File: src/rtl/agm_pin_mux_unused_placeholder_none.sv
`timescale 1ns/10ps

File: src/rtl/agm_pkg.sv
package agm_pkg;

    // Pin counts of the two shared ports
    localparam int PA_W = 8;
    localparam int PB_W = 4;

    // Register byte offsets
    localparam logic [7:0] OFS_PA_PULLUP = 8'h00;
    localparam logic [7:0] OFS_PA_DIR = 8'h04;
    localparam logic [7:0] OFS_PA_DOUT = 8'h08;
    localparam logic [7:0] OFS_PA_DIN = 8'h0C;
    localparam logic [7:0] OFS_PA_PERIPH = 8'h10;
    localparam logic [7:0] OFS_PB_PULLUP = 8'h14;
    localparam logic [7:0] OFS_PB_DIR = 8'h18;
    localparam logic [7:0] OFS_PB_DOUT = 8'h1C;
    localparam logic [7:0] OFS_PB_DIN = 8'h20;
    localparam logic [7:0] OFS_PB_PERIPH = 8'h24;
    localparam logic [7:0] OFS_BUS_CTRL = 8'h28;

    // Field positions
    localparam int ALWAYS_DRIVE_POS = 0;

    // Reset values
    localparam logic [PA_W-1:0] RST_PA_PULLUP = 8'hFF;
    localparam logic [PA_W-1:0] RST_PA_DIR = 8'h00;
    localparam logic [PA_W-1:0] RST_PA_DOUT = 8'h00;
    localparam logic [PA_W-1:0] RST_PA_PERIPH = 8'hFF;
    localparam logic [PB_W-1:0] RST_PB_PULLUP = 4'hF;
    localparam logic [PB_W-1:0] RST_PB_DIR = 4'h0;
    localparam logic [PB_W-1:0] RST_PB_DOUT = 4'h0;
    localparam logic [PB_W-1:0] RST_PB_PERIPH = 4'h0;
    localparam logic RST_ALWAYS_DRIVE = 1'b0;

    // AXI responses
    localparam logic [1:0] RESP_OKAY = 2'h0;
    localparam logic [1:0] RESP_SLVERR = 2'h2;

    // Pad control for port A
    typedef struct packed {
        logic [PA_W-1:0] out;
        logic [PA_W-1:0] oe_n;
        logic [PA_W-1:0] pullup_en;
    } agm_pad_a_s;

    // Pad control for port B
    typedef struct packed {
        logic [PB_W-1:0] out;
        logic [PB_W-1:0] oe_n;
        logic [PB_W-1:0] pullup_en;
    } agm_pad_b_s;

    // Startup straps
    typedef struct packed {
        logic external_boot_select;
        logic external_memory_mode_select;
        logic flash_secure;
    } agm_strap_s;

endpackage
File: src/rtl/agm_pin_mux.sv
// The AXI4-Lite register port and the register offsets are this design's own decisions.
`timescale 1ns/10ps
module agm_pin_mux
    import agm_pkg::*;
(
    // Clock and reset
    input wire logic aclk,
    input wire logic aresetn,
    // AXI4-Lite write address and data
    input wire logic [7:0] s_axi_awaddr,
    input wire logic s_axi_awvalid,
    output logic s_axi_awready,
    input wire logic [31:0] s_axi_wdata,
    input wire logic [3:0] s_axi_wstrb,
    input wire logic s_axi_wvalid,
    output logic s_axi_wready,
    // AXI4-Lite write response
    output logic [1:0] s_axi_bresp,
    output logic s_axi_bvalid,
    input wire logic s_axi_bready,
    // AXI4-Lite read
    input wire logic [7:0] s_axi_araddr,
    input wire logic s_axi_arvalid,
    output logic s_axi_arready,
    output logic [31:0] s_axi_rdata,
    output logic [1:0] s_axi_rresp,
    output logic s_axi_rvalid,
    input wire logic s_axi_rready,
    // External memory interface side
    input wire logic [PA_W+PB_W-1:0] emi_addr,
    input wire logic emi_bus_active,
    // Startup straps
    input wire agm_strap_s strap,
    // Pads
    input wire logic [PA_W-1:0] pa_pin_in,
    input wire logic [PB_W-1:0] pb_pin_in,
    output agm_pad_a_s pad_a,
    output agm_pad_b_s pad_b
);

    // Byte address is mapped
    function automatic logic addr_hit(input logic [7:0] a);
        case (a)
            OFS_PA_PULLUP, OFS_PA_DIR, OFS_PA_DOUT, OFS_PA_DIN, OFS_PA_PERIPH,
            OFS_PB_PULLUP, OFS_PB_DIR, OFS_PB_DOUT, OFS_PB_DIN, OFS_PB_PERIPH,
            OFS_BUS_CTRL: addr_hit = 1'b1;
            default: addr_hit = 1'b0;
        endcase
    endfunction

    // Register state
    logic [PA_W-1:0] pa_pullup_reg, pa_pullup_next;
    logic [PA_W-1:0] pa_dir_reg, pa_dir_next;
    logic [PA_W-1:0] pa_dout_reg, pa_dout_next;
    logic [PA_W-1:0] pa_din_reg, pa_din_next;
    logic [PA_W-1:0] pa_periph_reg, pa_periph_next;
    logic [PB_W-1:0] pb_pullup_reg, pb_pullup_next;
    logic [PB_W-1:0] pb_dir_reg, pb_dir_next;
    logic [PB_W-1:0] pb_dout_reg, pb_dout_next;
    logic [PB_W-1:0] pb_din_reg, pb_din_next;
    logic [PB_W-1:0] pb_periph_reg, pb_periph_next;
    logic always_drive_reg, always_drive_next;
    logic strap_pending_reg, strap_pending_next;

    // Bus handshake state
    logic aw_hold_reg, aw_hold_next;
    logic w_hold_reg, w_hold_next;
    logic [7:0] waddr_reg, waddr_next;
    logic [31:0] wdata_reg, wdata_next;
    logic wstrb0_reg, wstrb0_next;
    logic bvalid_reg, bvalid_next;
    logic [1:0] bresp_reg, bresp_next;
    logic rvalid_reg, rvalid_next;
    logic [31:0] rdata_reg, rdata_next;
    logic [1:0] rresp_reg, rresp_next;
    logic awready_reg, awready_next;
    logic wready_reg, wready_next;
    logic arready_reg, arready_next;

    // Pad state
    agm_pad_a_s pad_a_reg, pad_a_next;
    agm_pad_b_s pad_b_reg, pad_b_next;

    logic do_write;
    logic strap_addr_mode;
    logic bus_driven;

    assign do_write = aw_hold_reg && w_hold_reg;
    // Address mode at startup for external boot or unsecured memory mode
    assign strap_addr_mode = strap.external_boot_select ||
        (strap.external_memory_mode_select && !strap.flash_secure);
    // Address lines float while idle unless always-drive is set
    assign bus_driven = always_drive_reg || emi_bus_active;

    // Write channel and register updates
    always_comb
    begin
        aw_hold_next = aw_hold_reg;
        w_hold_next = w_hold_reg;
        waddr_next = waddr_reg;
        wdata_next = wdata_reg;
        wstrb0_next = wstrb0_reg;
        bvalid_next = bvalid_reg;
        bresp_next = bresp_reg;
        pa_pullup_next = pa_pullup_reg;
        pa_dir_next = pa_dir_reg;
        pa_dout_next = pa_dout_reg;
        pa_periph_next = pa_periph_reg;
        pb_pullup_next = pb_pullup_reg;
        pb_dir_next = pb_dir_reg;
        pb_dout_next = pb_dout_reg;
        pb_periph_next = pb_periph_reg;
        always_drive_next = always_drive_reg;
        strap_pending_next = 1'b0;
        pa_din_next = pa_pin_in;
        pb_din_next = pb_pin_in;
        // Latch the startup function once after reset release
        if (strap_pending_reg)
        begin
            pb_periph_next = {PB_W{strap_addr_mode}};
        end
        if (s_axi_awvalid && s_axi_awready)
        begin
            aw_hold_next = 1'b1;
            waddr_next = s_axi_awaddr;
        end
        if (s_axi_wvalid && s_axi_wready)
        begin
            w_hold_next = 1'b1;
            wdata_next = s_axi_wdata;
            wstrb0_next = s_axi_wstrb[0];
        end
        if (bvalid_reg && s_axi_bready)
        begin
            bvalid_next = 1'b0;
        end
        // Commit once both address and data are held
        if (do_write)
        begin
            aw_hold_next = 1'b0;
            w_hold_next = 1'b0;
            bvalid_next = 1'b1;
            bresp_next = addr_hit(waddr_reg) ? RESP_OKAY : RESP_SLVERR;
            if (wstrb0_reg)
            begin
                case (waddr_reg)
                    OFS_PA_PULLUP: pa_pullup_next = wdata_reg[PA_W-1:0];
                    OFS_PA_DIR: pa_dir_next = wdata_reg[PA_W-1:0];
                    OFS_PA_DOUT: pa_dout_next = wdata_reg[PA_W-1:0];
                    OFS_PA_PERIPH: pa_periph_next = wdata_reg[PA_W-1:0];
                    OFS_PB_PULLUP: pb_pullup_next = wdata_reg[PB_W-1:0];
                    OFS_PB_DIR: pb_dir_next = wdata_reg[PB_W-1:0];
                    OFS_PB_DOUT: pb_dout_next = wdata_reg[PB_W-1:0];
                    OFS_PB_PERIPH: pb_periph_next = wdata_reg[PB_W-1:0];
                    OFS_BUS_CTRL: always_drive_next = wdata_reg[ALWAYS_DRIVE_POS];
                    default: ;
                endcase
            end
        end
        awready_next = !aw_hold_next && !bvalid_next; // Registered ready
        wready_next = !w_hold_next && !bvalid_next; // Registered ready
    end

    always_ff @(posedge aclk)
    begin
        if (!aresetn)
        begin
            aw_hold_reg <= 1'b0;
            w_hold_reg <= 1'b0;
            waddr_reg <= 8'h00;
            wdata_reg <= 32'h0000_0000;
            wstrb0_reg <= 1'b0;
            bvalid_reg <= 1'b0;
            bresp_reg <= RESP_OKAY;
            pa_pullup_reg <= RST_PA_PULLUP;
            pa_dir_reg <= RST_PA_DIR;
            pa_dout_reg <= RST_PA_DOUT;
            pa_din_reg <= '0;
            pa_periph_reg <= RST_PA_PERIPH;
            pb_pullup_reg <= RST_PB_PULLUP;
            pb_dir_reg <= RST_PB_DIR;
            pb_dout_reg <= RST_PB_DOUT;
            pb_din_reg <= '0;
            pb_periph_reg <= RST_PB_PERIPH;
            always_drive_reg <= RST_ALWAYS_DRIVE;
            strap_pending_reg <= 1'b1;
            awready_reg <= 1'b1;
            wready_reg <= 1'b1;
        end
        else
        begin
            aw_hold_reg <= aw_hold_next;
            w_hold_reg <= w_hold_next;
            waddr_reg <= waddr_next;
            wdata_reg <= wdata_next;
            wstrb0_reg <= wstrb0_next;
            bvalid_reg <= bvalid_next;
            bresp_reg <= bresp_next;
            pa_pullup_reg <= pa_pullup_next;
            pa_dir_reg <= pa_dir_next;
            pa_dout_reg <= pa_dout_next;
            pa_din_reg <= pa_din_next;
            pa_periph_reg <= pa_periph_next;
            pb_pullup_reg <= pb_pullup_next;
            pb_dir_reg <= pb_dir_next;
            pb_dout_reg <= pb_dout_next;
            pb_din_reg <= pb_din_next;
            pb_periph_reg <= pb_periph_next;
            always_drive_reg <= always_drive_next;
            strap_pending_reg <= strap_pending_next;
            awready_reg <= awready_next;
            wready_reg <= wready_next;
        end
    end

    // Read channel
    always_comb
    begin
        rvalid_next = rvalid_reg;
        rdata_next = rdata_reg;
        rresp_next = rresp_reg;
        if (rvalid_reg && s_axi_rready)
        begin
            rvalid_next = 1'b0;
        end
        if (s_axi_arvalid && s_axi_arready)
        begin
            rvalid_next = 1'b1;
            rresp_next = addr_hit(s_axi_araddr) ? RESP_OKAY : RESP_SLVERR;
            rdata_next = 32'h0000_0000;
            case (s_axi_araddr)
                OFS_PA_PULLUP: rdata_next[PA_W-1:0] = pa_pullup_reg;
                OFS_PA_DIR: rdata_next[PA_W-1:0] = pa_dir_reg;
                OFS_PA_DOUT: rdata_next[PA_W-1:0] = pa_dout_reg;
                OFS_PA_DIN: rdata_next[PA_W-1:0] = pa_din_reg;
                OFS_PA_PERIPH: rdata_next[PA_W-1:0] = pa_periph_reg;
                OFS_PB_PULLUP: rdata_next[PB_W-1:0] = pb_pullup_reg;
                OFS_PB_DIR: rdata_next[PB_W-1:0] = pb_dir_reg;
                OFS_PB_DOUT: rdata_next[PB_W-1:0] = pb_dout_reg;
                OFS_PB_DIN: rdata_next[PB_W-1:0] = pb_din_reg;
                OFS_PB_PERIPH: rdata_next[PB_W-1:0] = pb_periph_reg;
                OFS_BUS_CTRL: rdata_next[ALWAYS_DRIVE_POS] = always_drive_reg;
                default: ;
            endcase
        end
        arready_next = !rvalid_next; // Registered ready
    end

    always_ff @(posedge aclk)
    begin
        if (!aresetn)
        begin
            rvalid_reg <= 1'b0;
            rdata_reg <= 32'h0000_0000;
            rresp_reg <= RESP_OKAY;
            arready_reg <= 1'b1;
        end
        else
        begin
            rvalid_reg <= rvalid_next;
            rdata_reg <= rdata_next;
            rresp_reg <= rresp_next;
            arready_reg <= arready_next;
        end
    end

    // Pad steering per pin
    always_comb
    begin
        for (int i = 0; i < PA_W; i++)
        begin
            if (pa_periph_reg[i])
            begin
                pad_a_next.out[i] = emi_addr[i];
                pad_a_next.oe_n[i] = !bus_driven;
            end
            else
            begin
                pad_a_next.out[i] = pa_dout_reg[i];
                pad_a_next.oe_n[i] = !pa_dir_reg[i];
            end
        end
        pad_a_next.pullup_en = pa_pullup_reg;
        for (int i = 0; i < PB_W; i++)
        begin
            if (pb_periph_reg[i])
            begin
                pad_b_next.out[i] = emi_addr[PA_W+i];
                pad_b_next.oe_n[i] = !bus_driven;
            end
            else
            begin
                pad_b_next.out[i] = pb_dout_reg[i];
                pad_b_next.oe_n[i] = !pb_dir_reg[i];
            end
        end
        pad_b_next.pullup_en = pb_pullup_reg;
    end

    // Pads in reset: drivers off, pull-ups on
    always_ff @(posedge aclk)
    begin
        if (!aresetn)
        begin
            pad_a_reg <= '{out: '0, oe_n: '1, pullup_en: '1};
            pad_b_reg <= '{out: '0, oe_n: '1, pullup_en: '1};
        end
        else
        begin
            pad_a_reg <= pad_a_next;
            pad_b_reg <= pad_b_next;
        end
    end

    // Outputs straight from flip-flops
    assign s_axi_awready = awready_reg;
    assign s_axi_wready = wready_reg;
    assign s_axi_bvalid = bvalid_reg;
    assign s_axi_bresp = bresp_reg;
    assign s_axi_arready = arready_reg;
    assign s_axi_rvalid = rvalid_reg;
    assign s_axi_rdata = rdata_reg;
    assign s_axi_rresp = rresp_reg;
    assign pad_a = pad_a_reg;
    assign pad_b = pad_b_reg;

endmodule

File: config.mk
export PLATFORM = sky130hd
export DESIGN_NAME = agm_pin_mux
export DESIGN_NICKNAME = d
export VERILOG_FILES = /design/src/rtl/agm_pin_mux_unused_placeholder_none.sv /design/src/rtl/agm_pkg.sv /design/src/rtl/agm_pin_mux.sv
export SDC_FILE = /design/constraint.sdc
export NUM_CORES = 1
export LEC_CHECK = 0
export BUFFER_PORTS_ARGS = -buffer_cell sky130_fd_sc_hd__buf_2
export CAP_MARGIN = 10
export CORE_MARGIN = 8
export CORE_UTILIZATION = 39
export CTS_BUF_LIST = sky130_fd_sc_hd__clkbuf_16
export CTS_CLUSTER_DIAMETER = 40
export CTS_CLUSTER_SIZE = 24
export DETAILED_ROUTE_END_ITERATION = 10
export MAX_ROUTING_LAYER = met4
export PLACE_DENSITY = 0.63
export SLEW_MARGIN = 10
export SYNTH_ARGS = -nofsm -noshare
export SYNTH_HDL_FRONTEND = slang
export SYNTH_SLANG_ARGS = --single-unit
File: constraint.sdc
create_clock -name aclk -period 5.6 [get_ports aclk]
set_clock_uncertainty 0.1 [all_clocks]
set_input_delay 0.28 -clock aclk [delete_from_list [all_inputs] [get_ports aclk]]
set_output_delay 0.28 -clock aclk [all_outputs]
set_load 0.02 [all_outputs]
# --- Word level (Yosys, flattened, before mapping) ---
# Index checks and enable logic that the tools add are counted.
op_classes:
  n_eq_ne: 20
  mux: 46
  reduce_logical: 41
ops:
  columns: ["operator", "n"]
  rows:
  - ["$eq A8 B5 Y1 const B", 8]
  - ["$eq A8 B6 Y1 const B", 6]
  - ["$mux W1", 37]
  - ["$eq A8 B4 Y1 const B", 4]
  - ["$pmux W3 S10", 1]
  - ["$reduce_and A3 Y1", 8]
  - ["$reduce_or A11 Y1", 2]
  - ["$pmux W4 S5", 1]
  - ["$logic_not A1 Y1", 18]
  - ["$eq A8 B3 Y1 const B", 2]
  - ["$logic_not A8 Y1", 2]
  - ["$mux W4", 4]
  - ["$pmux W1 S11", 1]
  - ["$logic_and A1 B1 Y1", 9]
  - ["$mux W2", 2]
  - ["$logic_or A1 B1 Y1", 2]
word_totals:
  ff_bits: 134
  input_bits: 87
  output_inout_bits: 77

# --- Longest topological paths before layout ---
depth:
  ltp_word: 7
  mapped_depth: 6

# --- Least setup slack after synthesis ---
# No wires, ideal clock.
synth_path:
  kind: "register to register"
  from: "reg waddr_reg[0]"
  to: "reg pa_dir_reg[6]"
  setup_ns: 0.128
  arrival_time_ns: 1.718
  required_ns: 5.372
  setup_slack_ns: 3.654
  path_stages_with_launch: 5
  synth_period_minus_slack_ns: 1.946
  path_cell_list: "dfxtp_1 > or4b_4 > nor4_4 > mux2i_1 > nor2_1"
synth_between:
  elab_chain_len: 2
synth_rtl:
  columns: ["element", "line_no", "source"]
  rows:
  - ["from (decl)", "agm_pin_mux.sv:68", "logic [7:0] waddr_reg, waddr_next;"]
  - ["from (signal assigned)", "agm_pin_mux.sv:194", "waddr_reg <= waddr_next;"]
  - ["$eq A8 B3 Y1", "agm_pin_mux.sv:146", "case (waddr_reg)"]
  - ["$reduce_and A3 Y1 (no source line)", null, null]
  - ["to (signal assigned)", "agm_pin_mux.sv:200", "pa_dir_reg <= pa_dir_next;"]
  - ["to (decl)", "agm_pin_mux.sv:53", "logic [PA_W-1:0] pa_dir_reg, pa_dir_next;"]
# No other way between the ends.
# A chain may end at the register's enable or synchronous reset.

# --- Final worst setup path ---
layout_path:
  from: "reg wstrb0_reg"
  to: "reg pa_dout_reg[1]"
layout_between:
  elab_chain_len: 1
layout_rtl:
  columns: ["element", "line_no", "source"]
  rows:
  - ["from (decl)", "agm_pin_mux.sv:70", "logic wstrb0_reg, wstrb0_next;"]
  - ["from (signal assigned)", "agm_pin_mux.sv:196", "wstrb0_reg <= wstrb0_next;"]
  - ["$reduce_and A3 Y1 (no source line)", null, null]
  - ["to (signal assigned)", "agm_pin_mux.sv:201", "pa_dout_reg <= pa_dout_next;"]
  - ["to (decl)", "agm_pin_mux.sv:54", "logic [PA_W-1:0] pa_dout_reg, pa_dout_next;"]
# No other way between the ends.

==> impl_metrics.json <==
{
  "cts_setup_buffers": 0,
  "start_util_pct": 39.6,
  "cts_tree": "built",
  "area_growth_pct": 28.5,
  "dieArea_um2": 18000,
  "setup_violations": 0,
  "ant_nets": 0,
  "syn_area_um2": 5430,
  "power_density_nw_per_um2": 340,
  "synth.distinct_cells": 51,
  "nets": 795,
  "wl_per_cell_um": 16.5,
  "antenna_cells": 0,
  "grt_pass1_wl_um": 24100,
  "swShare_pct": 22.8,
  "cp_max_fo": 8,
  "finalCritPeriodShare_pct": 42.3,
  "yosysMostFrequentCell": "dfxtp_1",
  "clkTransAtPathRegs_ns": 0.06,
  "num_vias": 4512,
  "io_buffers": 110,
  "tightestPinTransition_ns": 1.08,
  "synth_fa_ha_area_share_pct": 0,
  "yosys-top-cells-area": "dfxtp_1, mux2i_1, nand2_1",
  "ys_seq_area_share_pct": 48.7,
  "io-pin-count": 164,
  "rsz0062_at_grt": "false",
  "grt_util_all_layers_pct": 17.5,
  "routed_wl_um": 14900,
  "cp-end-kind": "flip-flop",
  "clockPowerShare_pct": 49.2,
  "hold_viol": 0,
  "synth_warnings": 0,
  "synth.cells.most_frequent": "dfxtp_1, nand2_1, mux2i_1, nor2_1, clkbuf_1",
  "rows": 43,
  "grt_pass1_vias": 4569,
  "vdd.ir_drop.worst_mv": 0.191,
  "fmax_mhz": 422,
  "synth.area.mux_share_pct": 13.8,
  "antenna_found_initial": 0,
  "synth_largest_area_cell": "dfxtp_1",
  "core_um2": 13700,
  "finalSetupTns_ns": 0,
  "dp_slack_ns": 3.24,
  "synth_cells": 576,
  "switching_power_mw": 0.541,
  "slowest_delay_ns": 0.87,
  "num-fill-cells": 1307,
  "power.total_mw": 2.37,
  "power_frac_comb_pct": 8.5,
  "insertion_delay_ns": 0.42,
  "cts_max_level": 4,
  "drt_iter0_drc": 260,
  "final_layout_size_suffix_gt1_share_pct": 21.5,
  "grt-ovfl-total": 0,
  "relSlewSlack_pct": 28.0,
  "ys_seq_elements": 132,
  "cts_resized": 0,
  "slowest_stage": "nor4_4",
  "min_path_type": "in2reg",
  "dieHeight_um": 134,
  "startpoint_type": "flip-flop",
  "layout_setup_ws_ns": 3.23,
  "die_x_um": 134,
  "async_flop_share_pct": 0,
  "avgViaCountPerCell": 5.01,
  "synth_edf_count": 0,
  "status": "complete, no violations",
  "synth_top_family_by_area": "simple AND/OR/NAND/NOR gates",
  "clk_path_buf_depth": 2,
  "cp.required_ns": 5.76,
  "utilization_pct": 50.8,
  "synth_ff_type": "dfxtp_1",
  "synthXorXnorAreaFrac_pct": 0,
  "arrival_ns": 2.53,
  "finalCriticalPeriod_ns": 2.37,
  "synth_compound_area_share_pct": 10.3,
  "synth_top_area_share_pct": 48.7,
  "syn_avg_cell_area_um2": 9.43,
  "cts_root_buffer": "clkbuf_16",
  "maxCapViolCount": 0,
  "p_leak_nw": 2.82,
  "first_pass_iters": 5,
  "place.gp.congestion": 0.848,
  "pwr-share-seq_pct": 42.3,
  "cts_made_buffers": 17,
  "cts_sinks": 132,
  "drc_errors": 0,
  "largest_reg_flops": 24,
  "grt_start_max_net_pins": 67,
  "synthSimpleGateAreaFrac_pct": 20.7,
  "path_class": "reg2reg",
  "hold_buffers": 37,
  "path_cells": "or3b_1 -> nor4_4 -> mux2i_1 -> nor2_1",
  "final_max_slew_viol_count": 0,
  "post-dp-hpwl_um": 10500,
  "p_int_mw": 1.83,
  "holdWs_ns": 0.0246
}
==> per-layer routing <==
metal  routed length [um]  vias to the layer above  track usage, %  part of all wire (%)
li1                     -                     2219               -                     -
met1                 6820                     2090            22.3                    46
met2                 6660                      182            25.6                    45
met3                 1140                       21            5.27                   7.7
met4                  231                        0            6.67                   1.6
met5                    0                        -               -                     0
==> final cells by class <==
type	count	area [um2]	share of cell area (%)
Sequential cell	132	2640	37.9
Multi-Input combinational cell	402	2530	36.3
Timing Repair Buffer	148	928	13.3
Clock buffer	17	425	6.10
Tap cell	180	225	3.23
Clock inverter	15	196	2.82
Inverter	7	26.3	0.377
==> cells in the final DEF (no fill, tap or decap), types with 3 or more instances in the layout <==
cell / n
nor4_1: 5
and2_1: 17
nor2b_1: 6
nor2_1: 49
nand2b_1: 16
bufinv_16: 5
nor3_1: 6
clkbuf_16: 17
a31oi_1: 6
nor4_4: 3
nand4_1: 3
a211oi_1: 4
conb_1: 26
mux2i_1: 66
nand3b_1: 7
dfxtp_1: 132
dlygate4sd3_1: 37
or2_2: 3
buf_2: 110
nand3_1: 3
or4_1: 5
a21oi_1: 26
o2bb2ai_1: 4
clkinv_1: 4
o211ai_1: 16
mux2_2: 6
nand2_1: 83
o21ai_0: 12
inv_1: 9
a22oi_1: 5
==> stage by stage <==
step	area, um2	instances
global route	6970	901
finish	6970	901
CTS	6970	901
global placement	5980	832
detailed placement	5980	832
floorplan	5520	601
==> worst paths after layout <==
kind,from,endpoint,slack (ns),cells past startpoint
max reg2reg,wstrb0_reg,pa_dout_reg[1],3.23,4
max,wstrb0_reg,pa_dout_reg[1],3.23,4
min,emi_addr[1],pad_a[17],0.02,3
min reg2reg,waddr_reg[7],waddr_reg[7],0.37,2
==> kinds of logic (layout without fill, tap and decap cells) <==
| family | count (synthesis) | count (layout) |
|---|---|---|
| buffers and inverters | 67 | 187 |
| other | 1 | 26 |
| muxes | 73 | 73 |
| and+or+nand+nor | 218 | 218 |
| AOI/OAI and AO/OA | 85 | 85 |
| DFF | 132 | 132 |
==> worst max-delay path: cells and delay by family (launching register included) <==
family / cells / cell delay (ns)
and+or+nand+nor: 3 / 1.43
muxes: 1 / 0.29
DFF: 1 / 0.39
==> power by group through the flow <==
stage          logic, mW  clock network [mW]  registers [mW]
2_1_floorplan      0.125                   0            1.03
3_3_place_gp       0.180                   0            1.02
3_5_place_dp       0.182                   0            1.02
4_1_cts            0.203                1.19            1.00
5_1_grt            0.222                1.23            1.01
6_report           0.202                1.17            1.00
No activity file was read; power rests on OpenSTA's default activity.
